### src/core/fad_pkg.sv
package fad_pkg;

  // ****************************************************************
  // bus geometry and register map
  // ****************************************************************
  localparam int APB_AW = 8;
  localparam logic [7:0] ADDR_INSN = 8'h00;    // instruction word, r/w
  localparam logic [7:0] ADDR_RESULT = 8'h04;  // decode result, read only
  localparam logic [7:0] ADDR_FLAGS = 8'h08;   // modelled flags, r/w
  localparam logic [7:0] ADDR_SAVED = 8'h0C;   // saved flags copy, r/w

  // instruction word field positions
  localparam int INSN_OPC_LSB = 0;
  localparam int INSN_MODRM_LSB = 8;
  localparam int INSN_AH_LSB = 16;
  localparam int INSN_PROT_BIT = 24;
  localparam int INSN_PRIV_BIT = 25;
  localparam logic [31:0] INSN_RST = 32'h0000_0000;

  // result word status bit positions above the decode fields
  localparam int RES_BUSY_BIT = 16;
  localparam int RES_DONE_BIT = 17;

  // ****************************************************************
  // opcode patterns
  // ****************************************************************
  localparam logic [7:0] OPC_STORE_AH = 8'h9E;
  localparam logic [7:0] OPC_SET_CARRY = 8'hF9;
  localparam logic [7:0] OPC_SET_DIR = 8'hFD;
  localparam logic [7:0] OPC_SET_IE = 8'hFB;
  localparam logic [7:0] OPC_FLAGS_SAVE = 8'h9C;
  localparam logic [7:0] OPC_FLAGS_RESTORE = 8'h9D;
  localparam logic [5:0] PAT_SUM_RM = 6'h00;      // 000000dw
  localparam logic [5:0] PAT_CSUM_RM = 6'h04;     // 000100dw
  localparam logic [5:0] PAT_DIFF_RM = 6'h0A;     // 001010dw
  localparam logic [5:0] PAT_IMM_GRP = 6'h20;     // 100000sw
  localparam logic [6:0] PAT_SUM_ACC = 7'h02;     // 0000010w
  localparam logic [6:0] PAT_CSUM_ACC = 7'h0A;    // 0001010w
  localparam logic [6:0] PAT_INC_GRP = 7'h7F;     // 1111111w
  localparam logic [4:0] PAT_INC_SHORT = 5'h08;   // 01000 reg
  localparam logic [2:0] SEL_SUM = 3'h0;
  localparam logic [2:0] SEL_CSUM = 3'h2;
  localparam logic [2:0] SEL_INC = 3'h0;
  localparam logic [1:0] MOD_REG = 2'h3;

  // ****************************************************************
  // execution clock counts
  // ****************************************************************
  localparam logic [3:0] CLK_STORE_AH = 4'h3;
  localparam logic [3:0] CLK_SET_FLAG = 4'h2;
  localparam logic [3:0] CLK_SET_IE = 4'h8;
  localparam logic [3:0] CLK_SAVE = 4'h4;
  localparam logic [3:0] CLK_RESTORE = 4'h5;
  localparam logic [3:0] CLK_REG = 4'h2;
  localparam logic [3:0] CLK_MEM_SRC = 4'h6;
  localparam logic [3:0] CLK_MEM_DST = 4'h7;
  localparam logic [3:0] CLK_INC_MEM = 4'h6;
  localparam logic [3:0] CLK_UNKNOWN = 4'h1;

  // ****************************************************************
  // flags layout
  // ****************************************************************
  localparam int FLG_CF = 0;
  localparam int FLG_IF = 9;
  localparam int FLG_DF = 10;
  localparam logic [15:0] FLAGS_RST = 16'h0002;
  localparam logic [7:0] AH_MASK = 8'hD5;  // sign, zero, aux, parity, carry

  // ****************************************************************
  // types
  // ****************************************************************
  typedef enum logic [3:0] {
    OP_NONE = 4'h0,
    OP_STORE_AH = 4'h1,
    OP_SET_CARRY = 4'h2,
    OP_SET_DIR = 4'h3,
    OP_SET_IE = 4'h4,
    OP_FLAGS_SAVE = 4'h5,
    OP_FLAGS_RESTORE = 4'h6,
    OP_SUM = 4'h7,
    OP_CARRY_SUM = 4'h8,
    OP_PLUS_ONE = 4'h9,
    OP_DIFFERENCE = 4'hA
  } fad_op_t;

  typedef enum logic [1:0] {
    ST_IDLE = 2'b01,
    ST_EXEC = 2'b10
  } fad_state_t;

  typedef struct packed {
    fad_op_t op;
    logic [3:0] clocks;
    logic wide;
    logic dir;
    logic sext;
    logic has_modrm;
    logic has_imm;
    logic mem;
    logic priv_fault;
    logic known;
  } fad_dec_t;

  typedef struct packed {
    logic psel;
    logic penable;
    logic pwrite;
    logic [APB_AW-1:0] paddr;
    logic [31:0] pwdata;
  } fad_apb_req_t;

  typedef struct packed {
    logic [31:0] prdata;
    logic pready;
    logic pslverr;
  } fad_apb_rsp_t;

endpackage

### src/core/fad_decoder.sv
// Function
// - byte 9E stores AH into low flags, 3 clocks in every mode.
// - byte F9 sets carry flag, 2 clocks in every mode.
// - byte FD sets direction flag, 2 clocks in every mode.
// - byte FB sets interrupt enable, 8 clocks, privilege checked when protected.
// - 000000dw with register-register addressing byte is sum, 2 clocks.
// - 0000001w with memory addressing byte adds memory into register, 6 clocks.
// - 100000sw select 000 adds immediate, 2 clocks register, 7 memory.
// - 000100dw register-register is carry sum, 2 clocks.
// - 0001000w adds register plus carry into memory, 7 clocks.
// - 0001001w adds memory plus carry into register, 6 clocks.
// - 100000sw select 010 adds immediate plus carry, 2 register, 7 memory.
// - 1111111w select 000 increments, 2 clocks register, 6 memory.
// - 001010dw register-register is difference, 2 clocks.
// - 0000010w and 0001010w take immediate without addressing byte, 2 clocks.
module fad_decoder (
  input wire logic clk,                          // 40 MHz clock
  input wire logic rst,                          // synchronous reset, high
  input wire fad_pkg::fad_apb_req_t apb_req,     // apb request from master
  output fad_pkg::fad_apb_rsp_t apb_rsp,         // apb answer, registered
  output logic exec_busy,                        // instruction in execution
  output fad_pkg::fad_op_t exec_op               // operation last decoded
);
  import fad_pkg::*;

  // ****************************************************************
  // state
  // ****************************************************************
  typedef struct packed {
    fad_state_t fsm;
    logic [31:0] insn;
    fad_dec_t dec;
    logic [15:0] flags;
    logic [15:0] saved;
    logic [3:0] count;
    logic done;
    fad_apb_rsp_t rsp;
  } fad_core_t;

  fad_core_t s;
  fad_core_t next_s;

  // ****************************************************************
  // decode
  // ****************************************************************
  // maps opcode, addressing byte and mode onto an operation and cost
  function automatic fad_dec_t fad_decode(input logic [31:0] w);
    fad_dec_t d;
    logic [7:0] opc;
    logic [7:0] mrm;
    logic is_mem;
    d = '0;
    opc = w[INSN_OPC_LSB +: 8];
    mrm = w[INSN_MODRM_LSB +: 8];
    is_mem = (mrm[7:6] != MOD_REG);
    d.op = OP_NONE;
    d.clocks = CLK_UNKNOWN;
    if (opc == OPC_STORE_AH) begin
      d.op = OP_STORE_AH;
      d.clocks = CLK_STORE_AH;
      d.known = 1'b1;
    end else if (opc == OPC_SET_CARRY) begin
      d.op = OP_SET_CARRY;
      d.clocks = CLK_SET_FLAG;
      d.known = 1'b1;
    end else if (opc == OPC_SET_DIR) begin
      d.op = OP_SET_DIR;
      d.clocks = CLK_SET_FLAG;
      d.known = 1'b1;
    end else if (opc == OPC_SET_IE) begin
      d.op = OP_SET_IE;
      d.clocks = CLK_SET_IE;
      d.priv_fault = w[INSN_PROT_BIT] & ~w[INSN_PRIV_BIT];
      d.known = 1'b1;
    end else if (opc == OPC_FLAGS_SAVE) begin
      d.op = OP_FLAGS_SAVE;
      d.clocks = CLK_SAVE;
      d.known = 1'b1;
    end else if (opc == OPC_FLAGS_RESTORE) begin
      d.op = OP_FLAGS_RESTORE;
      d.clocks = CLK_RESTORE;
      d.known = 1'b1;
    end else if (opc[7:1] == PAT_SUM_ACC || opc[7:1] == PAT_CSUM_ACC) begin
      // short accumulator forms: immediate follows the opcode directly
      d.op = (opc[7:1] == PAT_SUM_ACC) ? OP_SUM : OP_CARRY_SUM;
      d.clocks = CLK_REG;
      d.wide = opc[0];
      d.has_imm = 1'b1;
      d.known = 1'b1;
    end else if (opc[7:2] == PAT_SUM_RM || opc[7:2] == PAT_CSUM_RM ||
                 opc[7:2] == PAT_DIFF_RM) begin
      // register/memory forms with an addressing byte
      if (opc[7:2] == PAT_SUM_RM) begin
        d.op = OP_SUM;
      end else if (opc[7:2] == PAT_CSUM_RM) begin
        d.op = OP_CARRY_SUM;
      end else begin
        d.op = OP_DIFFERENCE;
      end
      d.wide = opc[0];
      d.dir = opc[1];
      d.has_modrm = 1'b1;
      d.mem = is_mem;
      d.known = 1'b1;
      if (!is_mem) begin
        d.clocks = CLK_REG;
      end else if (opc[1]) begin
        d.clocks = CLK_MEM_SRC;
      end else begin
        d.clocks = CLK_MEM_DST;
      end
    end else if (opc[7:2] == PAT_IMM_GRP) begin
      // immediate group: select field picks the operation
      d.wide = opc[0];
      d.sext = opc[1];
      d.has_modrm = 1'b1;
      d.has_imm = 1'b1;
      d.mem = is_mem;
      d.clocks = is_mem ? CLK_MEM_DST : CLK_REG;
      if (mrm[5:3] == SEL_SUM) begin
        d.op = OP_SUM;
        d.known = 1'b1;
      end else if (mrm[5:3] == SEL_CSUM) begin
        d.op = OP_CARRY_SUM;
        d.known = 1'b1;
      end else begin
        d.clocks = CLK_UNKNOWN;
      end
    end else if (opc[7:1] == PAT_INC_GRP && mrm[5:3] == SEL_INC) begin
      d.op = OP_PLUS_ONE;
      d.wide = opc[0];
      d.has_modrm = 1'b1;
      d.mem = is_mem;
      d.clocks = is_mem ? CLK_INC_MEM : CLK_REG;
      d.known = 1'b1;
    end else if (opc[7:3] == PAT_INC_SHORT) begin
      // register short form, register coded in the low three bits
      d.op = OP_PLUS_ONE;
      d.wide = 1'b1;
      d.clocks = CLK_REG;
      d.known = 1'b1;
    end
    return d;
  endfunction

  // ****************************************************************
  // next state
  // ****************************************************************
  // apb slave, execution countdown and flag effects
  always_comb begin
    logic [7:0] addr;
    logic wr_acc;
    logic insn_hit;
    logic stall;
    logic [15:0] fl;
    fad_dec_t nd;
    addr = apb_req.paddr;
    wr_acc = apb_req.psel & apb_req.penable & s.rsp.pready & apb_req.pwrite;
    insn_hit = (addr == ADDR_INSN);
    stall = apb_req.pwrite & insn_hit & (s.fsm == ST_EXEC);
    fl = s.flags;
    nd = fad_decode(apb_req.pwdata);
    next_s = s;

    // execution: count down, apply the flag effect on the last clock
    case (s.fsm)
      ST_IDLE: begin
        next_s.fsm = ST_IDLE;
      end
      ST_EXEC: begin
        if (s.count == 4'h1) begin
          next_s.fsm = ST_IDLE;
          next_s.done = 1'b1;
          case (s.dec.op)
            OP_STORE_AH: begin
              fl[7:0] = (s.flags[7:0] & ~AH_MASK) |
                        (s.insn[INSN_AH_LSB +: 8] & AH_MASK);
            end
            OP_SET_CARRY: begin
              fl[FLG_CF] = 1'b1;
            end
            OP_SET_DIR: begin
              fl[FLG_DF] = 1'b1;
            end
            OP_SET_IE: begin
              if (!s.dec.priv_fault) begin
                fl[FLG_IF] = 1'b1;
              end
            end
            OP_FLAGS_RESTORE: begin
              fl = s.saved;
            end
            default: begin
              fl = s.flags;
            end
          endcase
          next_s.flags = fl;
          if (s.dec.op == OP_FLAGS_SAVE) begin
            next_s.saved = s.flags;
          end
        end else begin
          next_s.count = s.count - 4'h1;
        end
      end
      default: begin
        next_s.fsm = ST_IDLE;
      end
    endcase

    // register writes take effect at the completing access edge
    if (wr_acc) begin
      if (addr == ADDR_INSN) begin
        next_s.insn = apb_req.pwdata;
        next_s.dec = nd;
        next_s.count = nd.clocks;
        next_s.done = 1'b0;
        next_s.fsm = ST_EXEC;
      end else if (addr == ADDR_FLAGS) begin
        next_s.flags = apb_req.pwdata[15:0];
      end else if (addr == ADDR_SAVED) begin
        next_s.saved = apb_req.pwdata[15:0];
      end
    end

    // answer: no wait state, longer while an instruction write stalls
    next_s.rsp.pready = 1'b0;
    next_s.rsp.pslverr = 1'b0;
    if (apb_req.psel && !s.rsp.pready && !stall) begin
      next_s.rsp.pready = 1'b1;
      next_s.rsp.prdata = 32'h0000_0000;
      if (addr == ADDR_INSN) begin
        next_s.rsp.prdata = s.insn;
      end else if (addr == ADDR_RESULT) begin
        next_s.rsp.prdata = {14'h0000, s.done, s.fsm == ST_EXEC, s.dec};
      end else if (addr == ADDR_FLAGS) begin
        next_s.rsp.prdata = {16'h0000, s.flags};
      end else if (addr == ADDR_SAVED) begin
        next_s.rsp.prdata = {16'h0000, s.saved};
      end else begin
        next_s.rsp.pslverr = 1'b1;
      end
    end else if (s.rsp.pready) begin
      next_s.rsp.prdata = s.rsp.prdata;
    end
  end

  // ****************************************************************
  // registers
  // ****************************************************************
  // state update with synchronous reset
  always_ff @(posedge clk) begin
    if (rst) begin
      s.fsm <= ST_IDLE;
      s.insn <= INSN_RST;
      s.dec <= '0;
      s.flags <= FLAGS_RST;
      s.saved <= FLAGS_RST;
      s.count <= 4'h0;
      s.done <= 1'b0;
      s.rsp <= '0;
      exec_busy <= 1'b0;
      exec_op <= OP_NONE;
    end else begin
      s <= next_s;
      exec_busy <= (next_s.fsm == ST_EXEC);
      exec_op <= next_s.dec.op;
    end
  end

  // outputs straight from flip-flops
  assign apb_rsp = s.rsp;

endmodule

### config.mk
export PLATFORM = sky130hd
export DESIGN_NAME = fad_decoder
export DESIGN_NICKNAME = d
export VERILOG_FILES = /design/src/core/fad_pkg.sv /design/src/core/fad_decoder.sv
export SDC_FILE = /design/constraint.sdc
export NUM_CORES = 1
export LEC_CHECK = 0
export ABC_AREA = 1
export BUFFER_PORTS_ARGS = -buffer_cell sky130_fd_sc_hd__buf_2
export CAP_MARGIN = 25
export CORE_MARGIN = 4
export CORE_UTILIZATION = 43
export CTS_CLUSTER_SIZE = 24
export DETAILED_ROUTE_END_ITERATION = 10
export HOLD_SLACK_MARGIN = 0.15
export PLACE_DENSITY_LB_ADDON = 0.12
export SKIP_CTS_REPAIR_TIMING = 1
export SYNTH_ARGS = -nofsm -noshare
export SYNTH_HDL_FRONTEND = slang
export SYNTH_SLANG_ARGS = --single-unit
### constraint.sdc
create_clock -name clk -period 4.3 [get_ports clk]
set_clock_uncertainty 0.05 [all_clocks]
set_input_delay 0.215 -clock clk [delete_from_list [all_inputs] [get_ports clk]]
set_output_delay 0.215 -clock clk [all_outputs]
set_load 0.05 [all_outputs]
# Word level (Yosys, flattened, before mapping)
# Cells that the tools add are included.
dict set report totals {
  regBits 122
  output_inout_bits 39
  in_bits 45
  elab_cells 156
}
dict set report op_classes {
  addsub 1
  bitwise_logic 9
  mux 86
  eq_ne 27
  reduce_logical 13
}
# cell count
set op_table {}
lappend op_table {{32-bit two-way mux} 5}
lappend op_table {{87-bit two-way mux} 1}
lappend op_table {{16-bit two-way mux} 5}
lappend op_table {{50-bit two-way mux} 1}
lappend op_table {{8-bit == test, second input constant} 6}
lappend op_table {{8-bit two-way mux} 6}
lappend op_table {{9-bit two-way mux} 5}
lappend op_table {{37-bit two-way mux} 1}
lappend op_table {{1-bit two-way mux} 35}
lappend op_table {{7-bit two-way mux} 3}
lappend op_table {{4-bit two-way mux} 5}
lappend op_table {{3-bit two-way mux} 6}
lappend op_table {{6-bit two-way mux} 3}
lappend op_table {{8-bit by 4-bit == test with 1-bit output, second input constant} 2}
lappend op_table {{7-bit one-hot mux with 2 select lines} 1}
lappend op_table {{4-bit by 3-bit == test with 1-bit output, second input constant} 3}
lappend op_table {{5-bit two-way mux} 2}
lappend op_table {{4-bit by 1-bit == test with 1-bit output, second input constant} 2}
lappend op_table {{4-bit by 2-bit == test with 1-bit output, second input constant} 2}
lappend op_table {{8-bit by 3-bit == test with 1-bit output, second input constant} 1}
lappend op_table {{8-bit logical NOT} 1}
lappend op_table {{2-bit two-way mux} 4}
lappend op_table {{6-bit by 8-bit OR with 8-bit output} 1}
lappend op_table {{7-bit by 2-bit == test with 1-bit output, second input constant} 1}
lappend op_table {{21 further kinds} 34}

# Depth between registers and ports, before layout
dict set report depth {
  word_depth 16
  ltp_mapped 11
  depth_no_buf 10
}

# Worst setup path before layout
# Ideal clock, no wire load.
dict set report synth_path {
  kind {flip-flop to flip-flop}
  start {reg s[36] in the netlist's numbering}
  end {reg s[42] in the netlist's numbering}
  path_stages_with_launch 11
  path_slack_ns 2.750
  arrival_time_ns 1.384
  path_cell_list {dfxtp_1 > inv_1 > ha_1 > nand2_1 > nor2_2 > nand3_1 > clkbuf_1 > nand2_1 > o21ai_0 > nor2_1 > nor2_1}
}
dict set report synth_via {
  elab_chain_cells 7
}
# item line_no
set synth_rtl {}
lappend synth_rtl {{from (decl)} fad_decoder.sv:40} ;# fad_core_t s;
lappend synth_rtl {{from (signal assigned)} fad_decoder.sv:264} ;# s <= next_s;
lappend synth_rtl {{4-bit by 1-bit == test with 1-bit output *} fad_decoder.sv:171} ;# if (s.count == 4'h1) begin
lappend synth_rtl {{32-bit two-way mux *} fad_decoder.sv:171}
lappend synth_rtl {{37-bit two-way mux *} fad_decoder.sv:166} ;# case (s.fsm)
lappend synth_rtl {{16-bit two-way mux} fad_decoder.sv:220} ;# end else if (addr == ADDR_SAVED) begin
lappend synth_rtl {{16-bit two-way mux} fad_decoder.sv:218} ;# end else if (addr == ADDR_FLAGS) begin
lappend synth_rtl {{32-bit two-way mux} fad_decoder.sv:212} ;# if (addr == ADDR_INSN) begin
lappend synth_rtl {{87-bit two-way mux *} fad_decoder.sv:211} ;# if (wr_acc) begin
# Every way passes the cells marked *; elsewhere a longest branch is shown, timed or not.
# A chain may end at the register's enable or synchronous reset.

# Worst setup path in the final report
dict set report layout_path {
  start {reg s (netlist bit apb_rsp[1])}
  end {reg s[72] in the netlist's numbering}
}
dict set report layout_via {
  elab_chain_cells 3
}
# item line_no
set layout_rtl {}
lappend layout_rtl {{1-bit bitwise AND (2 in a row)} fad_decoder.sv:158} ;# wr_acc = apb_req.psel & apb_req.penable & s.rsp.pready & apb_req.pwrite;
lappend layout_rtl {{2-bit AND reduction (no source line)} --}
# Every way passes these cells.

==> run_results.csv <==
group,metric,value,unit
status,status,"completed",
power_and_ir_drop,pwr-share-clk,0.509,
power_and_ir_drop,ir_worst_vdd,0.0002862,V
clock_network,clock_sinks,122,
die,die_h,127.4,µm
power_and_ir_drop,pwr-share-seq,0.414,
setup_path,worstSetupStartpoint,"apb_rsp[1]",
die,die_w,127.4,µm
timing,rsz0062_at_grt,"false",
timing,fin_crit_sh,0.5470,
setup_path,crit_required,4610,ps
die,start_util,0.4396,
synthesis,ys_types,33,
setup_path,critical_path_class,"flop to flop",
setup_path,start_kind,"flop",
timing,setup_viol,0,
synthesis,syn_inst,898,
hold_path,worst_hold_path_type,"input port to flop",
timing,maxSlewViolCount,0,
synthesis,yosysTopAreaCell,"dfxtp_1",
die,rows,43,
clock_network,numCtsBuffers,17,
global_route,track_usage,0.2250,
placed_design,gp_congestion,0.8770,
power_and_ir_drop,cell_internal_pwr,0.002022,W
finish,nNetsFinal,997,
die,ioPinCount,84,
setup_path,cpLargestDelayFamily,"buffers and inverters",
timing,hold_slack,148.7,ps
clock_network,cts_tree,"built",
finish,drive_above_1_share,0.1506,
power_and_ir_drop,powerDensity,385.8,nW/µm²
setup_path,r2r-start,"apb_rsp[1]",
die,placeableCoreArea,13930,µm²
drt,drtAntennaViolNets,0,
setup_path,max_stage_delay,670,ps
setup_path,arrival,2660,ps
power_and_ir_drop,sw_frac_of_total,0.2704,
setup_path,crit_fanout,48,
timing,worstMarginPinSlew,911.1,ps
setup_path,crit_path_end_kind,"flop",
drt,drtIter0Drc,394,
flow_run,cap_viol_max_count,0,
clock_network,cts_buffer_depth,2,
drt,first_pass_iters,5,
finish,diodes,0,
finish,syn2layout_area_growth,17.30,%
global_route,antenna_found_initial,0,
timing,timing.fmax,425.1,MHz
synthesis,ys.flop_type,"dfxtp_1",
timing,layout_min_cycle_time,2352,ps
clock_network,htreeDepth,4,
clock_network,path_clk_slew,60,ps
synthesis,async_reset_ff_frac,0,
timing,finalSetupTns,0,ps
drt,routedWlPerCell,15.59,µm
global_route,grt_pass1_vias,5529,
drt,drc,0,
global_route,grt_pass1_wl,28800,µm
synthesis,synth_common_cells,"nand2_1, nor2_1, nand3_1",
global_route,grt_overflow,0,
power_and_ir_drop,power.leakage,3.412,nW
power_and_ir_drop,p_comb_frac,0.077,
setup_path,slowest_stage,"inv_2",
synthesis,synth_seq_cells,122,
drt,drt_wl_total,17820,µm
synthesis,netlist_area,6126,µm²
placed_design,dp_hpwl,11850,µm
synthesis,syn_nets,945,
timing,hold_viol_final,0,
synthesis,seq_area_frac_synth,0.3987,
synthesis,synth_top_area_frac,0.3987,
drt,viasPerCell,5.135,
global_route,grt_max_degree,66,
die,die_area,16220,µm²
clock_network,clk_latency,420,ps
synthesis,synth-edff-count,0,
synthesis,synth.top_cells.by_area,"dfxtp_1, nand2_1, nand3_1",
synthesis,ys.warnings.count,0,
timing,relSlewSlack,0.3917,
power_and_ir_drop,p_switching,0.0007497,W
setup_path,crit_chain,"nand4_1 > inv_1 > nand2_4 > nand2_2 > inv_2 > nand2_1 > o21ai_1 > dlygate4sd3_1",
clock_network,root_buffer,"clkbuf_16",
drt,vias,5869,
setup_path,cp_num_buf_inv,3,
hold_path,hold_start,"apb_req[0]",
synthesis,avgSynthCellArea,6.822,µm²
placed_design,place.port_buffers,83,
synthesis,yosysMostFrequentCell,"nand2_1",
==> kinds of logic after synthesis <==
group / count (synthesis) / share of synthesized area
AOI/OAI and AO/OA: 139 / 0.1268
xor gates and xnor gates: 2 / 0.002860
adders and majority gates: 2 / 0.004084
buffers and inverters: 153 / 0.1258
DFF: 122 / 0.3987
and+or+nand+nor: 480 / 0.3417
==> power groups by stage <==
| stage | clock network (W) | registers [W] | logic [W] |
|---|---|---|---|
| finish | 0.00141 | 0.00115 | 0.000213 |
| detailed placement | 0 | 0.00117 | 0.000194 |
| global route | 0.00149 | 0.00115 | 0.000233 |
| floorplan | 0 | 0.00117 | 0.000147 |
| global placement | 0 | 0.00117 | 0.000194 |
| CTS | 0.00143 | 0.00115 | 0.000194 |
==> sequential cells by signal, indices dropped and copies added, names as in the netlist <==
name / flops
s: 87
apb_rsp: 34
exec_busy: 1
==> through the flow <==
step | utilization | total power, W | worst slack [ps] | std cells | area [µm²]
after floorplan | - | 0.001318 | 2750 | 898 | 6126
after global placement | 0.4514 | 0.001365 | 1684 | 1080 | 6290
after detailed placement | 0.4514 | 0.001366 | 1587 | 1080 | 6290
after CTS | 0.4930 | 0.002774 | 1536 | 1112 | 6870
after global routing | 0.5157 | 0.002868 | 1630 | 1143 | 7186
final | 0.5157 | 0.002772 | 1948 | 1143 | 7186
==> path summary, 6_finish.rpt <==
| kind | end | slack, ps | cells past startpoint |
|---|---|---|---|
| setup / recovery | s[72] | 1950 | 8 |
| hold / removal | s[87] | 150 | 3 |
| setup reg to reg | s[72] | 1950 | 8 |
| hold reg to reg | s[82] | 400 | 2 |
==> layout by cell type, fill, tap and decap left out, types with 6 or more instances in the layout <==
master,synthesis,final
a21oi_1,17,17
a22o_1,19,19
buf_2,18,83
buf_4,42,6
clkbuf_16,0,17
dfxtp_1,122,122
dlygate4sd3_1,0,30
inv_1,61,60
inv_6,0,7
nand2_1,195,195
nand3_1,126,126
nand4_1,10,10
nor2_1,127,127
nor2_2,6,6
o21ai_0,76,76
o21ai_1,22,22
==> layout make-up <==
| class | instances | area [µm²] |
|---|---|---|
| inverter | 66 | 249.0 |
| sequential | 122 | 2442 |
| fill | 1438 | 6749 |
| clock buffer | 17 | 425.4 |
| multi-input combinational | 623 | 2913 |
| tap | 180 | 225.2 |
| timing repair buffer | 120 | 775.7 |
| clock inverter | 15 | 155.1 |
==> worst reg2reg max path: stages, from the launching register on <==
cell	delay (ps)
dfxtp_1	320
nand4_1	170
inv_1	100
nand2_4	130
nand2_2	100
inv_2	670
nand2_1	100
o21ai_1	100
dlygate4sd3_1	550
==> metal layers <==
| layer | routed length (µm) | up-vias | track usage |
|---|---|---|---|
| met2 | 7934 | 163 | 0.3500 |
| li1 | - | 3003 | - |
| met5 | 0 | - | 0 |
| met1 | 8684 | 2695 | 0.3206 |
| met3 | 1053 | 8 | 0.05184 |
| met4 | 151 | 0 | 0.04669 |
Note: power is estimated with default switching activity, not from simulation.
